## src/hdl/crfs_params.svh

```systemverilog
// Constants for the core rail fault supervisor.
// Assumes inclusion by bare name; definitions only.
`ifndef CRFS_PARAMS_SVH
`define CRFS_PARAMS_SVH
// APB register byte addresses
`define CRFS_ADDR_CTRL 12'h000
`define CRFS_ADDR_STATUS 12'h004
`define CRFS_ADDR_CURRENT_MONITOR_NODE 12'h008
`define CRFS_ADDR_CONFIG 12'h00c
`define CRFS_ADDR_TIMING 12'h010
// Control register fields
`define CRFS_CTRL_EN_BIT 0
`define CRFS_CTRL_DYNAMIC_VOLTAGE_STEP_UP_BIT 1
`define CRFS_CTRL_DYNAMIC_VOLTAGE_STEP_DN_BIT 2
`define CRFS_CTRL_DEM_BIT 3
// Timing register fields
`define CRFS_TIM_TRIG_LSB 0
`define CRFS_TIM_ACT_LSB 16
`define CRFS_TIM_FIELD_W 16
`define CRFS_TIM_TRIG_RST 16'h00c8
`define CRFS_TIM_ACT_RST 16'h00c8
// Times as printed, in ns
`define CRFS_OVP_DELAY_NS 1000
`define CRFS_UVP_DELAY_NS 3000
`define CRFS_SUPPLY_LOCKOUT_DELAY_NS 3000
`define CRFS_CLK_NS 5
// Telemetry: 512 codes (0 to 511) at 6.25 mV, in microvolts
`define CRFS_CURRENT_MONITOR_NODE_MAX 9'h1ff
`define CRFS_CURRENT_MONITOR_NODE_LSB_UV 6250
`define CRFS_CURRENT_MONITOR_NODE_FS_UV 3193750
// Voltage thresholds in mV, then the counter width in bits
`define CRFS_OVP_FLOOR_MV 900
`define CRFS_OVP_MARGIN_MV 325
`define CRFS_UVP_MARGIN_MV 500
`define CRFS_OFS_SENSE_MV 300
`define CRFS_CNT_W 16
`endif

```

## src/hdl/crfs_pkg.sv

```systemverilog
// Types of the core rail fault supervisor.
// Assumes crfs_params.svh for widths.
`include "crfs_params.svh"
package crfs_pkg;
	typedef enum logic [3:0] {
		CRFS_OC_IDLE = 4'b0001,
		CRFS_OC_WAIT = 4'b0010,
		CRFS_OC_TRIP = 4'b0100,
		CRFS_OC_RSVD = 4'b1000
	} crfs_oc_t;

	typedef struct packed {
		logic en;
		logic dynamic_voltage_step_up;
		logic dynamic_voltage_step_dn;
		logic dem_req;
		logic en_d;
		logic init_ofs_dis;
		logic ccm_forced;
		logic [15:0] trig_dly;
		logic [15:0] act_dly;
		logic [15:0] tdc_cnt;
		logic [15:0] act_cnt;
		logic [15:0] ov_cnt;
		logic [15:0] uv_cnt;
		logic [15:0] lo_cnt;
		crfs_oc_t oc_state;
		logic overvoltage_latch;
		logic undervoltage_latch;
		logic negative_voltage_guard;
		logic lockout;
		logic oc_trip;
		logic oc_ind_n;
		logic [8:0] current_monitor_node_code;
		logic qr_active;
		logic [15:0] qr_cnt;
		logic hs_en;
		logic ls_en;
		logic nb_shutdown;
		logic [31:0] prdata;
	} crfs_state_t;
endpackage : crfs_pkg

```

## src/hdl/crfs_top.sv

```systemverilog
// Core rail fault supervisor: offset, dynamic step, telemetry and protection.
// Assumes comparator and strap inputs synchronous to pclk; APB register access.
//
// Design decisions made here: the register addresses and the APB slave port.
`timescale 1ns/1ps
`include "crfs_params.svh"

module crfs_top #(
	parameter int SENSE_W = 12,
	parameter logic [15:0] TON_CYCLES = 16'h0040
) (
	// APB
	input wire logic pclk,
	input wire logic presetn,
	input wire logic psel,
	input wire logic penable,
	input wire logic pwrite,
	input wire logic [11:0] paddr,
	input wire logic [31:0] pwdata,
	output logic [31:0] prdata,
	output logic pready,
	output logic pslverr,
	// Straps and sense (millivolt codes)
	input wire logic config_strap_one,
	input wire logic config_strap_two,
	input wire logic core_offset_sense_input,
	input wire logic [SENSE_W-1:0] core_offset_sense_mv,
	input wire logic [SENSE_W-1:0] core_voltage_sense,
	input wire logic core_voltage_negative,
	input wire logic [SENSE_W-1:0] target_mv,
	input wire logic [SENSE_W-1:0] current_monitor_node,
	input wire logic supply_below_por,
	// Comparators from the loop
	input wire logic oc_above_tdc,
	input wire logic oc_above_spike,
	input wire logic switch_cycle,
	input wire logic qr_detect,
	input wire logic ton_pulse,
	// Gate and rail outputs
	output logic hs_gate_en,
	output logic ls_gate_en,
	output logic ton_out,
	output logic overcurrent_indicator_n,
	output logic second_rail_shutdown,
	output logic continuous_conduction_mode,
	output logic init_offset_disable,
	output logic core_ext_offset_en,
	output logic aux_rail_ext_shift_enable,
	output logic [1:0] dynamic_voltage_step_comp_bits,
	output logic ramp_amp_sel
);
	localparam logic [15:0] OV_CYC = 16'((`CRFS_OVP_DELAY_NS + `CRFS_CLK_NS - 1) / `CRFS_CLK_NS);
	localparam logic [15:0] UV_CYC = 16'((`CRFS_UVP_DELAY_NS + `CRFS_CLK_NS - 1) / `CRFS_CLK_NS);
	localparam logic [15:0] LO_CYC = 16'((`CRFS_SUPPLY_LOCKOUT_DELAY_NS + `CRFS_CLK_NS - 1) / `CRFS_CLK_NS);

	crfs_pkg::crfs_state_t r;
	crfs_pkg::crfs_state_t next_r;

	// Saturating persistence counter shared by the four filtered faults
	function automatic logic [15:0] persist(input logic cond, input logic [15:0] cnt,
			input logic [15:0] lim);
		if (!cond)
			persist = 16'h0000;
		else if (cnt < lim)
			persist = cnt + 16'h0001;
		else
			persist = cnt;
	endfunction : persist

	logic wr_en;
	logic rd_en;
	logic [31:0] rd_mux;
	logic [SENSE_W:0] ovp_limit;
	logic ov_cond;
	logic uv_cond;
	logic [31:0] current_monitor_node_uv;

	assign wr_en = psel & penable & pwrite;
	assign rd_en = psel & ~penable & ~pwrite;
	assign pready = 1'b1;
	assign pslverr = 1'b0;

	always_comb begin
		// Fixed floor below 0.9 V target, tracking reference above it
		if (target_mv < SENSE_W'(`CRFS_OVP_FLOOR_MV))
			ovp_limit = (SENSE_W+1)'(`CRFS_OVP_FLOOR_MV + `CRFS_OVP_MARGIN_MV);
		else
			ovp_limit = {1'b0, target_mv} + (SENSE_W+1)'(`CRFS_OVP_MARGIN_MV);
		ov_cond = {1'b0, core_voltage_sense} > ovp_limit;
		uv_cond = ({1'b0, core_voltage_sense} + (SENSE_W+1)'(`CRFS_UVP_MARGIN_MV))
			<= {1'b0, target_mv};
		current_monitor_node_uv = 32'(current_monitor_node) * 32'd1000;
	end

	always_comb begin
		rd_mux = 32'h0000_0000;
		case (paddr)
			`CRFS_ADDR_CTRL: rd_mux = {28'h0, r.dem_req, r.dynamic_voltage_step_dn, r.dynamic_voltage_step_up, r.en};
			`CRFS_ADDR_STATUS: rd_mux = {22'h0, r.ccm_forced, r.init_ofs_dis, r.nb_shutdown,
				r.lockout, r.negative_voltage_guard, r.undervoltage_latch, r.overvoltage_latch, r.oc_trip, ~r.oc_ind_n, r.qr_active};
			`CRFS_ADDR_CURRENT_MONITOR_NODE: rd_mux = {23'h0, r.current_monitor_node_code};
			`CRFS_ADDR_CONFIG: rd_mux = {27'h0, config_strap_one, config_strap_two,
				config_strap_two, config_strap_one, config_strap_one};
			`CRFS_ADDR_TIMING: rd_mux = {r.act_dly, r.trig_dly};
			default: rd_mux = 32'h0000_0000;
		endcase
	end

	always_comb begin
		next_r = r;
		if (rd_en)
			next_r.prdata = rd_mux;
		if (wr_en && paddr == `CRFS_ADDR_CTRL) begin
			next_r.en = pwdata[`CRFS_CTRL_EN_BIT];
			next_r.dynamic_voltage_step_up = pwdata[`CRFS_CTRL_DYNAMIC_VOLTAGE_STEP_UP_BIT];
			next_r.dynamic_voltage_step_dn = pwdata[`CRFS_CTRL_DYNAMIC_VOLTAGE_STEP_DN_BIT];
			next_r.dem_req = pwdata[`CRFS_CTRL_DEM_BIT];
		end
		if (wr_en && paddr == `CRFS_ADDR_TIMING) begin
			next_r.trig_dly = pwdata[`CRFS_TIM_TRIG_LSB +: `CRFS_TIM_FIELD_W];
			next_r.act_dly = pwdata[`CRFS_TIM_ACT_LSB +: `CRFS_TIM_FIELD_W];
		end
		next_r.en_d = r.en;
		// Enable rising edge: sample the offset-sense threshold once
		if (r.en && !r.en_d)
			next_r.init_ofs_dis = core_offset_sense_mv < SENSE_W'(`CRFS_OFS_SENSE_MV);
		// Up-step forces CONTINUOUS_CONDUCTION_MODE; down-step leaves the mode alone
		if (r.dynamic_voltage_step_up)
			next_r.ccm_forced = 1'b1;
		else if (!r.dynamic_voltage_step_dn)
			next_r.ccm_forced = 1'b0;

		// Telemetry: divide microvolts by LSB, clamp to top code
		if (current_monitor_node_uv >= 32'(`CRFS_CURRENT_MONITOR_NODE_FS_UV))
			next_r.current_monitor_node_code = `CRFS_CURRENT_MONITOR_NODE_MAX;
		else
			next_r.current_monitor_node_code = 9'(current_monitor_node_uv / 32'(`CRFS_CURRENT_MONITOR_NODE_LSB_UV));

		// Quick response pulse about one nominal on-time long
		if (qr_detect && !r.qr_active) begin
			next_r.qr_active = 1'b1;
			next_r.qr_cnt = TON_CYCLES;
		end else if (r.qr_active) begin
			if (r.qr_cnt <= 16'h0001)
				next_r.qr_active = 1'b0;
			next_r.qr_cnt = r.qr_cnt - 16'h0001;
		end

		next_r.tdc_cnt = persist(oc_above_tdc, r.tdc_cnt, r.trig_dly);
		next_r.oc_trip = 1'b0;
		if ((oc_above_tdc && r.tdc_cnt >= r.trig_dly)
				|| (switch_cycle && oc_above_spike))
			next_r.oc_trip = 1'b1;
		unique case (r.oc_state)
			crfs_pkg::CRFS_OC_IDLE: begin
				if (next_r.oc_trip) begin
					next_r.oc_ind_n = 1'b0;
					next_r.act_cnt = 16'h0000;
					next_r.oc_state = crfs_pkg::CRFS_OC_WAIT;
				end
			end
			crfs_pkg::CRFS_OC_WAIT: begin
				next_r.act_cnt = r.act_cnt + 16'h0001;
				if (r.act_cnt >= r.act_dly) begin
					if (oc_above_tdc || oc_above_spike) begin
						next_r.oc_state = crfs_pkg::CRFS_OC_TRIP;
					end else begin
						next_r.oc_ind_n = 1'b1;
						next_r.oc_state = crfs_pkg::CRFS_OC_IDLE;
					end
				end
			end
			crfs_pkg::CRFS_OC_TRIP: begin
				// Gates stay off until enable is dropped, except the low side while over-voltage is latched
				if (!r.en) begin
					next_r.oc_ind_n = 1'b1;
					next_r.oc_state = crfs_pkg::CRFS_OC_IDLE;
				end
			end
			default: next_r.oc_state = crfs_pkg::CRFS_OC_IDLE;
		endcase

		// Monitoring runs only out of reset, since r holds reset values until then
		next_r.ov_cnt = persist(ov_cond, r.ov_cnt, OV_CYC);
		if (ov_cond && r.ov_cnt >= OV_CYC - 16'h0001)
			next_r.overvoltage_latch = 1'b1;
		next_r.uv_cnt = persist(uv_cond, r.uv_cnt, UV_CYC);
		if (uv_cond && r.uv_cnt >= UV_CYC - 16'h0001 && r.en)
			next_r.undervoltage_latch = 1'b1;
		next_r.negative_voltage_guard = r.overvoltage_latch && core_voltage_negative;
		next_r.lo_cnt = persist(supply_below_por, r.lo_cnt, LO_CYC);
		next_r.lockout = supply_below_por && r.lo_cnt >= LO_CYC - 16'h0001;
		// Enable falling edge clears the protection latches; over-voltage set wins in the same cycle
		if (!r.en && !next_r.overvoltage_latch)
			next_r.overvoltage_latch = 1'b0;
		if (!r.en && r.en_d) begin
			next_r.overvoltage_latch = next_r.overvoltage_latch && ov_cond && r.ov_cnt >= OV_CYC - 16'h0001;
			next_r.undervoltage_latch = 1'b0;
		end
		next_r.nb_shutdown = next_r.overvoltage_latch || next_r.undervoltage_latch;

		// Gate priority: lockout, over-voltage, under-voltage, over-current
		if (r.lockout || !r.en) begin
			next_r.hs_en = 1'b0;
			next_r.ls_en = 1'b0;
		end else if (r.overvoltage_latch) begin
			next_r.hs_en = 1'b0;
			next_r.ls_en = !r.negative_voltage_guard;
		end else if (r.undervoltage_latch || r.oc_state == crfs_pkg::CRFS_OC_TRIP) begin
			next_r.hs_en = 1'b0;
			next_r.ls_en = 1'b0;
		end else begin
			next_r.hs_en = 1'b1;
			next_r.ls_en = 1'b1;
		end
	end

	always_ff @(posedge pclk or negedge presetn) begin
		if (!presetn) begin
			r <= '0;
			r.trig_dly <= `CRFS_TIM_TRIG_RST;
			r.act_dly <= `CRFS_TIM_ACT_RST;
			r.oc_state <= crfs_pkg::CRFS_OC_IDLE;
			r.oc_ind_n <= 1'b1;
		end else begin
			r <= next_r;
		end
	end

	assign prdata = r.prdata;
	assign hs_gate_en = r.hs_en;
	assign ls_gate_en = r.ls_en;
	assign ton_out = r.qr_active | (ton_pulse & ~r.qr_active);
	assign overcurrent_indicator_n = r.oc_ind_n;
	assign second_rail_shutdown = r.nb_shutdown;
	assign continuous_conduction_mode = r.ccm_forced | ~r.dem_req;
	assign init_offset_disable = r.init_ofs_dis;
	assign core_ext_offset_en = config_strap_two & core_offset_sense_input;
	assign aux_rail_ext_shift_enable = config_strap_two;
	assign dynamic_voltage_step_comp_bits = {config_strap_two, config_strap_one};
	assign ramp_amp_sel = config_strap_one;
endmodule : crfs_top

```

## config.mk

```make
export PLATFORM = sky130hd
export DESIGN_NAME = crfs_top
export DESIGN_NICKNAME = d
export VERILOG_FILES = /design/src/hdl/crfs_pkg.sv /design/src/hdl/crfs_top.sv
export VERILOG_INCLUDE_DIRS = /design/src /design/src/hdl
export SDC_FILE = /design/constraint.sdc
export NUM_CORES = 1
export LEC_CHECK = 0
export BUFFER_PORTS_ARGS = -buffer_cell sky130_fd_sc_hd__buf_2
export CORE_MARGIN = 2
export CORE_UTILIZATION = 50
export DETAILED_ROUTE_END_ITERATION = 10
export GPL_TIMING_DRIVEN = 0
export PLACE_DENSITY = 0.69
export SETUP_SLACK_MARGIN = 0.3
export SYNTH_ARGS = -nofsm -noshare
export SYNTH_HDL_FRONTEND = slang
export SYNTH_SLANG_ARGS = --single-unit
export TNS_END_PERCENT = 1
```

## constraint.sdc

```tcl
create_clock -name pclk -period 9 [get_ports pclk]
set_input_delay 0.45 -clock pclk [delete_from_list [all_inputs] [get_ports pclk]]
set_output_delay 0.45 -clock pclk [all_outputs]
set_load 0.05 [all_outputs]
```

==> results of run 1 <==
registers in the layout, summed over array words and instances (netlist names):
register,cells
prdata,32
r,151
second_rail_shutdown,1
init_offset_disable,1
hs_gate_en,1
overcurrent_indicator_n,1
next_r,1
ls_gate_en,1
path summary, 6_finish.rpt:
check / from / end / cells after the start
worst min register to register: prdata[16]$_DFFE_PN0P_ / prdata[16]$_DFFE_PN0P_ / 2
worst max-delay path: current_monitor_node[1] / r[52]$_DFF_PN0_ / 49
min in group asynchronous: presetn / r[118]$_DFFE_PN0P_ / 2
worst min-delay path: pwdata[30] / r[165]$_DFFE_PN0P_ / 3
worst max register to register: r[119]$_DFFE_PN0P_ / overcurrent_indicator_n$_DFFE_PN1P_ / 27
max in group asynchronous: presetn / r[129]$_DFFE_PN0P_ / 3
synth_stat cells (33+ instances only):
library cell and count:
nand4_1 37, nand2_1 236, xnor2_1 71, nand3_1 58, xor2_1 33, clkbuf_1 58, nand2b_1 36, o21ai_0 181
buf_4 43, nor3_1 40, ha_1 114, dfrtp_1 181, nor2_1 140, fa_1 38, inv_1 132, and2_1 52
a21oi_1 120
worst max-delay path, delay by kind of cell:
family	cells	cell delay, ns
compound gates	22	5.15
fa+ha+maj	5	2.26
simple gates	8	2.16
buf+inv	11	1.59
xor+xnor	3	0.35
repair_timing:
action / in CTS / in global routing
pin swaps: 65 / 28
hold buffers: 1 / 0
endpoints found under the hold margin: 60 / 0
buffers inserted: 82 / 18
setup endpoints to repair: 6 / 5
cloned: 1 / 0
resized for setup: 154 / 61
final cells by class:
type | instances | share of cell area (%)
well taps | 461 | 2.64
clock inverters | 13 | 0.779
flip-flops and latches | 189 | 21.7
multi-input cells | 1724 | 60.2
inverters | 132 | 2.35
diodes | 2 | 0.0229
repair buffers | 248 | 7.08
clock buffers | 19 | 2.07
plain buffers | 113 | 3.16
logic make-up (layout without fill, tap and decap cells):
group                    Yosys count  in the layout  share of synthesized area (%)
other                              2              4                         0.0421
buffers and inverters            245            525                           6.14
adder cells (fa/ha/maj)          155            155                           12.4
flip-flops                       189            189                           26.6
AO/OA/AOI/OAI                    644            645                           24.9
multiplexers                      35             35                           2.08
XOR/XNOR                         109            109                           5.57
AND/OR/NAND/NOR                  778            778                           22.2
layer usage:
metal | up-vias | GRT usage, % | wire length, um
li1 | 8348 | - | -
met1 | 8410 | 36.0 | 22100
met2 | 603 | 45.9 | 24300
met3 | 87 | 3.04 | 2770
met4 | 0 | 8.51 | 1250
met5 | - | 0 | 0
through the flow:
step | worst slack (ns) | hold slack [ns] | setup TNS (ns)
finish | -2.67 | 0.244 | -7.13
global route | -3.12 | 0.234 | -8.85
CTS | -2.48 | 0.230 | -6.46
detailed placement | -4.37 | 0.418 | -14.53
global placement | -4.20 | 0.462 | -14.07
floorplan | -2.13 | 0.154 | -4.84
==> impl_results.md, run 1 <==
- Status: finished, violations left
- Failing checks: setup timing
- PnR worst setup slack: -2.67 ns
- Final Setup Violations: 4
- Area occupied by registers: 0.00474 mm^2
- Design Area, Final: between 0.02 and 0.025 mm^2
- Synth area leader: dfrtp_1
- Startpoint Class: primary input
- Filler cells: between 3000 and 4000
- Mean number of vias per cell: approximately 6.0
- Final number of max-transition violations: 0
- Measured slew at the worst slew-check pin: 1.18 ns
- Bufs on Longest Clock Path: 2
- CTS Buf Count: 17
- Top Ports: roughly 150
- Count of different cell masters after synthesis: roughly 120
- Row count: 69
- Most common cell after layout, fill and taps aside: nand2_1
- Total die area: approximately 0.037 mm^2
- Synth Instances: approximately 2200
- Mean Syn Cell Area: 8.27 um^2
- Final nets: about 2700
- Share of cells above drive strength 1: 24.5%
- Period utilization: 130%
- DRC: 0
- Post-DP HPWL: 37.3 mm
- Crit path top cell by count: buf_4
- Max Freq: ~86 MHz
- Multi-input logic area: ~0.013 mm^2
- Dominant synthesized flop cell: dfrtp_1
- Slew Limit Headroom: 21.0%
- FF-to-FF setup slack: between 5 and 6 ns
- Post-synth net total: about 2400
- Core Region: between 0.03 and 0.04 mm^2
- Max-cap violation count: 0
- Clock skew: around 0.01 ns
- Drt initial violations: approximately 1300
- 1st-pass router iterations: 6
- Most frequent cells in the layout: nand2_1, dfrtp_1, o21ai_0
- Initial Util: 50.5%
- DR WL/cell: around 17 um
- Final core utilization: approximately three fifths
- Root buffer cell: clkbuf_16
- Synth Warn #: 0
- Pin count of the biggest net entering global routing: 127
- Placed inst area: around 0.019 mm^2
- Gr ovfl total: 0
- Count of final hold-check violations: 0
- CTS tree: built
- PortBufs: between 100 and 150
- Worst min-delay path class: in2reg
- RSZ-0062 raised after global routing: true
- CP Data Required Time: roughly 9.3 ns
- Worst path arrival time: between 10 and 15 ns
- Final antenna-violating net count: 0
- Max incr delay on CP: around 0.55 ns
- Worst-skew pair later-pin latency: between 0.4 and 0.5 ns
- Peak fanout along the critical path: 9
- Vias in the first global route: approximately 17000
- Seq/Total Area, Yosys: between 20% and 30%
- Synth Cell Area: 0.0178 mm^2
- Clock Sinks: around 190
- Clock transition at path regs: 0.07 ns
- Die Wd: ~190 um
- Final GP Congestion: roughly 0.9
- Area contributors post-synth: dfrtp_1, ha_1, o21ai_0
- Worst Setup End Kind: register
- H-Tree Depth: 4
- Post-synth ARST share: 100%
- WS Path Type: in2reg
- Dpl cells: ~2800
- Die height: 193 um
- Vias: roughly 17000
- Initial antenna violation count: 0
- First-pass GRT wire length: 82.3 mm
- Synth-to-Final Area Change: 22.6%
- Tmin final: approximately 12 ns
- Synth top area share: 25.4%
- Synth Register Bits: 189
- Number of enable flip-flop cells after synthesis: 0
- Post-Layout Cell Count: between 2000 and 3000
- WL final: 50.4 mm
- Tot GR Track Use: 27.0%
- Slowest CP cell: fa_2
Power of run 1 is left out: the tool's default activity adds up to more than one toggle a clock period on the data nets, which glitch-free logic cannot reach.
==> run 2: changes to the inputs <==
==> constraint.sdc (replaced) <==
create_clock -name pclk -period 13.55 [get_ports pclk]
set_input_delay 0.6775 -clock pclk [delete_from_list [all_inputs] [get_ports pclk]]
set_output_delay 0.6775 -clock pclk [all_outputs]
set_load 0.05 [all_outputs]
==> run 2 against run 1 <==
Compared with the run above:
- the run now ends clean
- wire length down 3.5%
- worst hold slack worse by 0.0055 ns
- register-to-register slack better by 4.6 ns
- via count down 3.2%
- critical path type unchanged
- clock-buffer cell count down 1
==> impl_results.md, run 2 (synthesis results as in run 1) <==
- Status: completed
- PortBufs: roughly 150
- Worst reg2reg startpoint: r[119]$_DFFE_PN0P_
- DP Worst Slack: -0.566 ns
- Worst path arrival time: around 13 ns
- Tot GR Track Use: between 20% and 30%
- RSZ-0062 raised after global routing: false
- Vias: approximately 17000
- WS Path Type: in2reg
- DR WL/cell: 17.2 um
- Measured slew at the worst slew-check pin: approximately 1.2 ns
- Root buffer cell: clkbuf_16
- Total die area: about 0.037 mm^2
- Max-cap violation count: 0
- Row count: 69
- Peak fanout along the critical path: 10
- Max Freq: ~78 MHz
- Period utilization: 94.5%
- Core Region: 0.0353 mm^2
- Grt met1 use: 36.0%
- Crit path top cell by count: fa_1
- Initial antenna violation count: 0
- Pin count of the biggest net entering global routing: slightly below 100
- Clock Sinks: between 150 and 200
- Final number of max-transition violations: 0
- Final antenna-violating net count: 0
- DRC: 0
- First-pass GRT wire length: slightly below 80 mm
- Hold_buf cts: 0
- Final nets: 2613
- Post-DP HPWL: ~38 mm
- Worst R2R End: overcurrent_indicator_n$_DFFE_PN1P_
- Vias in the first global route: around 16000
- Met2 usage: between 40% and 50%
- Most frequent cells in the layout: nand2_1, dfrtp_1, o21ai_0
- Tmin final: between 10 and 15 ns
- Drt initial violations: between 1000 and 1500
- Most common cell after layout, fill and taps aside: nand2_1
- Die Wd: 193 um
- GR peak layer: met2
- Bufs on Longest Clock Path: 2
- CP Data Required Time: about 14 ns
- Startpoint Class: primary input
- Met3 GRT Util: under 10%
- Diode count: 0
- Worst-skew pair later-pin latency: approximately 0.44 ns
- Initial Util: a little over 50%
- Max incr delay on CP: ~0.57 ns
- Slowest CP cell: fa_1
- Die height: a little under 200 um
- Final GP Congestion: around 0.91
- Top Ports: about 150
- Synth-to-Final Area Change: 15.3%
- CTS tree: built
- Worst min-delay path class: in2async
- Share of cells above drive strength 1: 18.8%
- Gr ovfl total: 0
- Top reg by flops: r
- Mean number of vias per cell: about 6.0
- CTS Buf Count: 17
- Clock transition at path regs: 0.08 ns
- Final Setup Violations: 0
- Final core utilization: 58.2%
- Count of final hold-check violations: 0
- FF-to-FF setup slack: 9.89 ns
- Slew Limit Headroom: between 10% and 20%
- 1st-pass router iterations: 5
- Clock skew: ~0.014 ns
- Max reg flops: 151
- Worst Setup End Kind: register
- PnR worst setup slack: about 0.75 ns
- FF-to-FF path depth: 27
- WL final: approximately 50 mm
- H-Tree Depth: 4
## run 2: changes by cell type in the layout (fill, tap and decap cells not counted), sizes merged
cell	previous run	this run
buf	303	230
a31oi	35	36
clkbuf	76	78
clkinv	4	5
bufinv	2	0
dlygate4sd3	1	0
clkinvlp	5	2
inv	134	139
a21oi	125	124
diode	2	0
## run 2: area by class of cell
| class | count | area [um^2] |
|---|---|---|
| fillers | 3225 | 14800 |
| multi-input cells | 1724 | 12500 |
| flip-flops and latches | 189 | 4740 |
| repair buffers | 177 | 1010 |
| plain buffers | 113 | 632 |
| well taps | 461 | 577 |
| inverters | 132 | 499 |
| clock buffers | 18 | 439 |
| clock inverters | 14 | 121 |
## run 2: metal layers
metal	vias to the layer above	wire length, um
met5	-	0
met4	0	804
met3	66	2510
met2	517	23000
met1	8087	22300
li1	8222	-
## run 2: stage by stage
step	setup TNS (ns)	cells	cell area, um^2	hold WS [ns]
final	0	2828	20600	0.239
after global routing	0	2828	20600	0.296
after CTS	0	2797	19800	0.285
after detailed placement	-0.754	2765	19200	0.471
after global placement	-0.633	2763	19100	0.460
after floorplan	0	2157	17800	0.382
## run 2: worst max path at each step
stage | to | startpoint | slack, ns | cells after the start
2_1_floorplan | r[52]$_DFF_PN0_ | current_monitor_node[1] | 1.61 | 45
3_3_place_gp | r[52]$_DFF_PN0_ | current_monitor_node[1] | -0.49 | 46
3_5_place_dp | r[52]$_DFF_PN0_ | current_monitor_node[1] | -0.57 | 43
4_1_cts | r[52]$_DFF_PN0_ | current_monitor_node[1] | 0.31 | 49
5_1_grt | r[52]$_DFF_PN0_ | current_monitor_node[1] | 0.19 | 49
6_report | r[52]$_DFF_PN0_ | current_monitor_node[1] | 0.75 | 46
## run 2: worst max-delay path: cells and delay by family
kind / cells / cell delay (ns)
buf+inv: 8 / 1.18
fa+ha+maj: 5 / 2.40
xor+xnor: 3 / 0.55
simple gates: 9 / 2.45
compound gates: 21 / 5.82
## run 2: timing repair
item	CTS	global route
cloned	0	1
resized for setup	14	113
endpoints found under the setup margin	2	2
setup buffers	0	30
pin swaps	0	18
Power of run 2 is left out for the same reason.
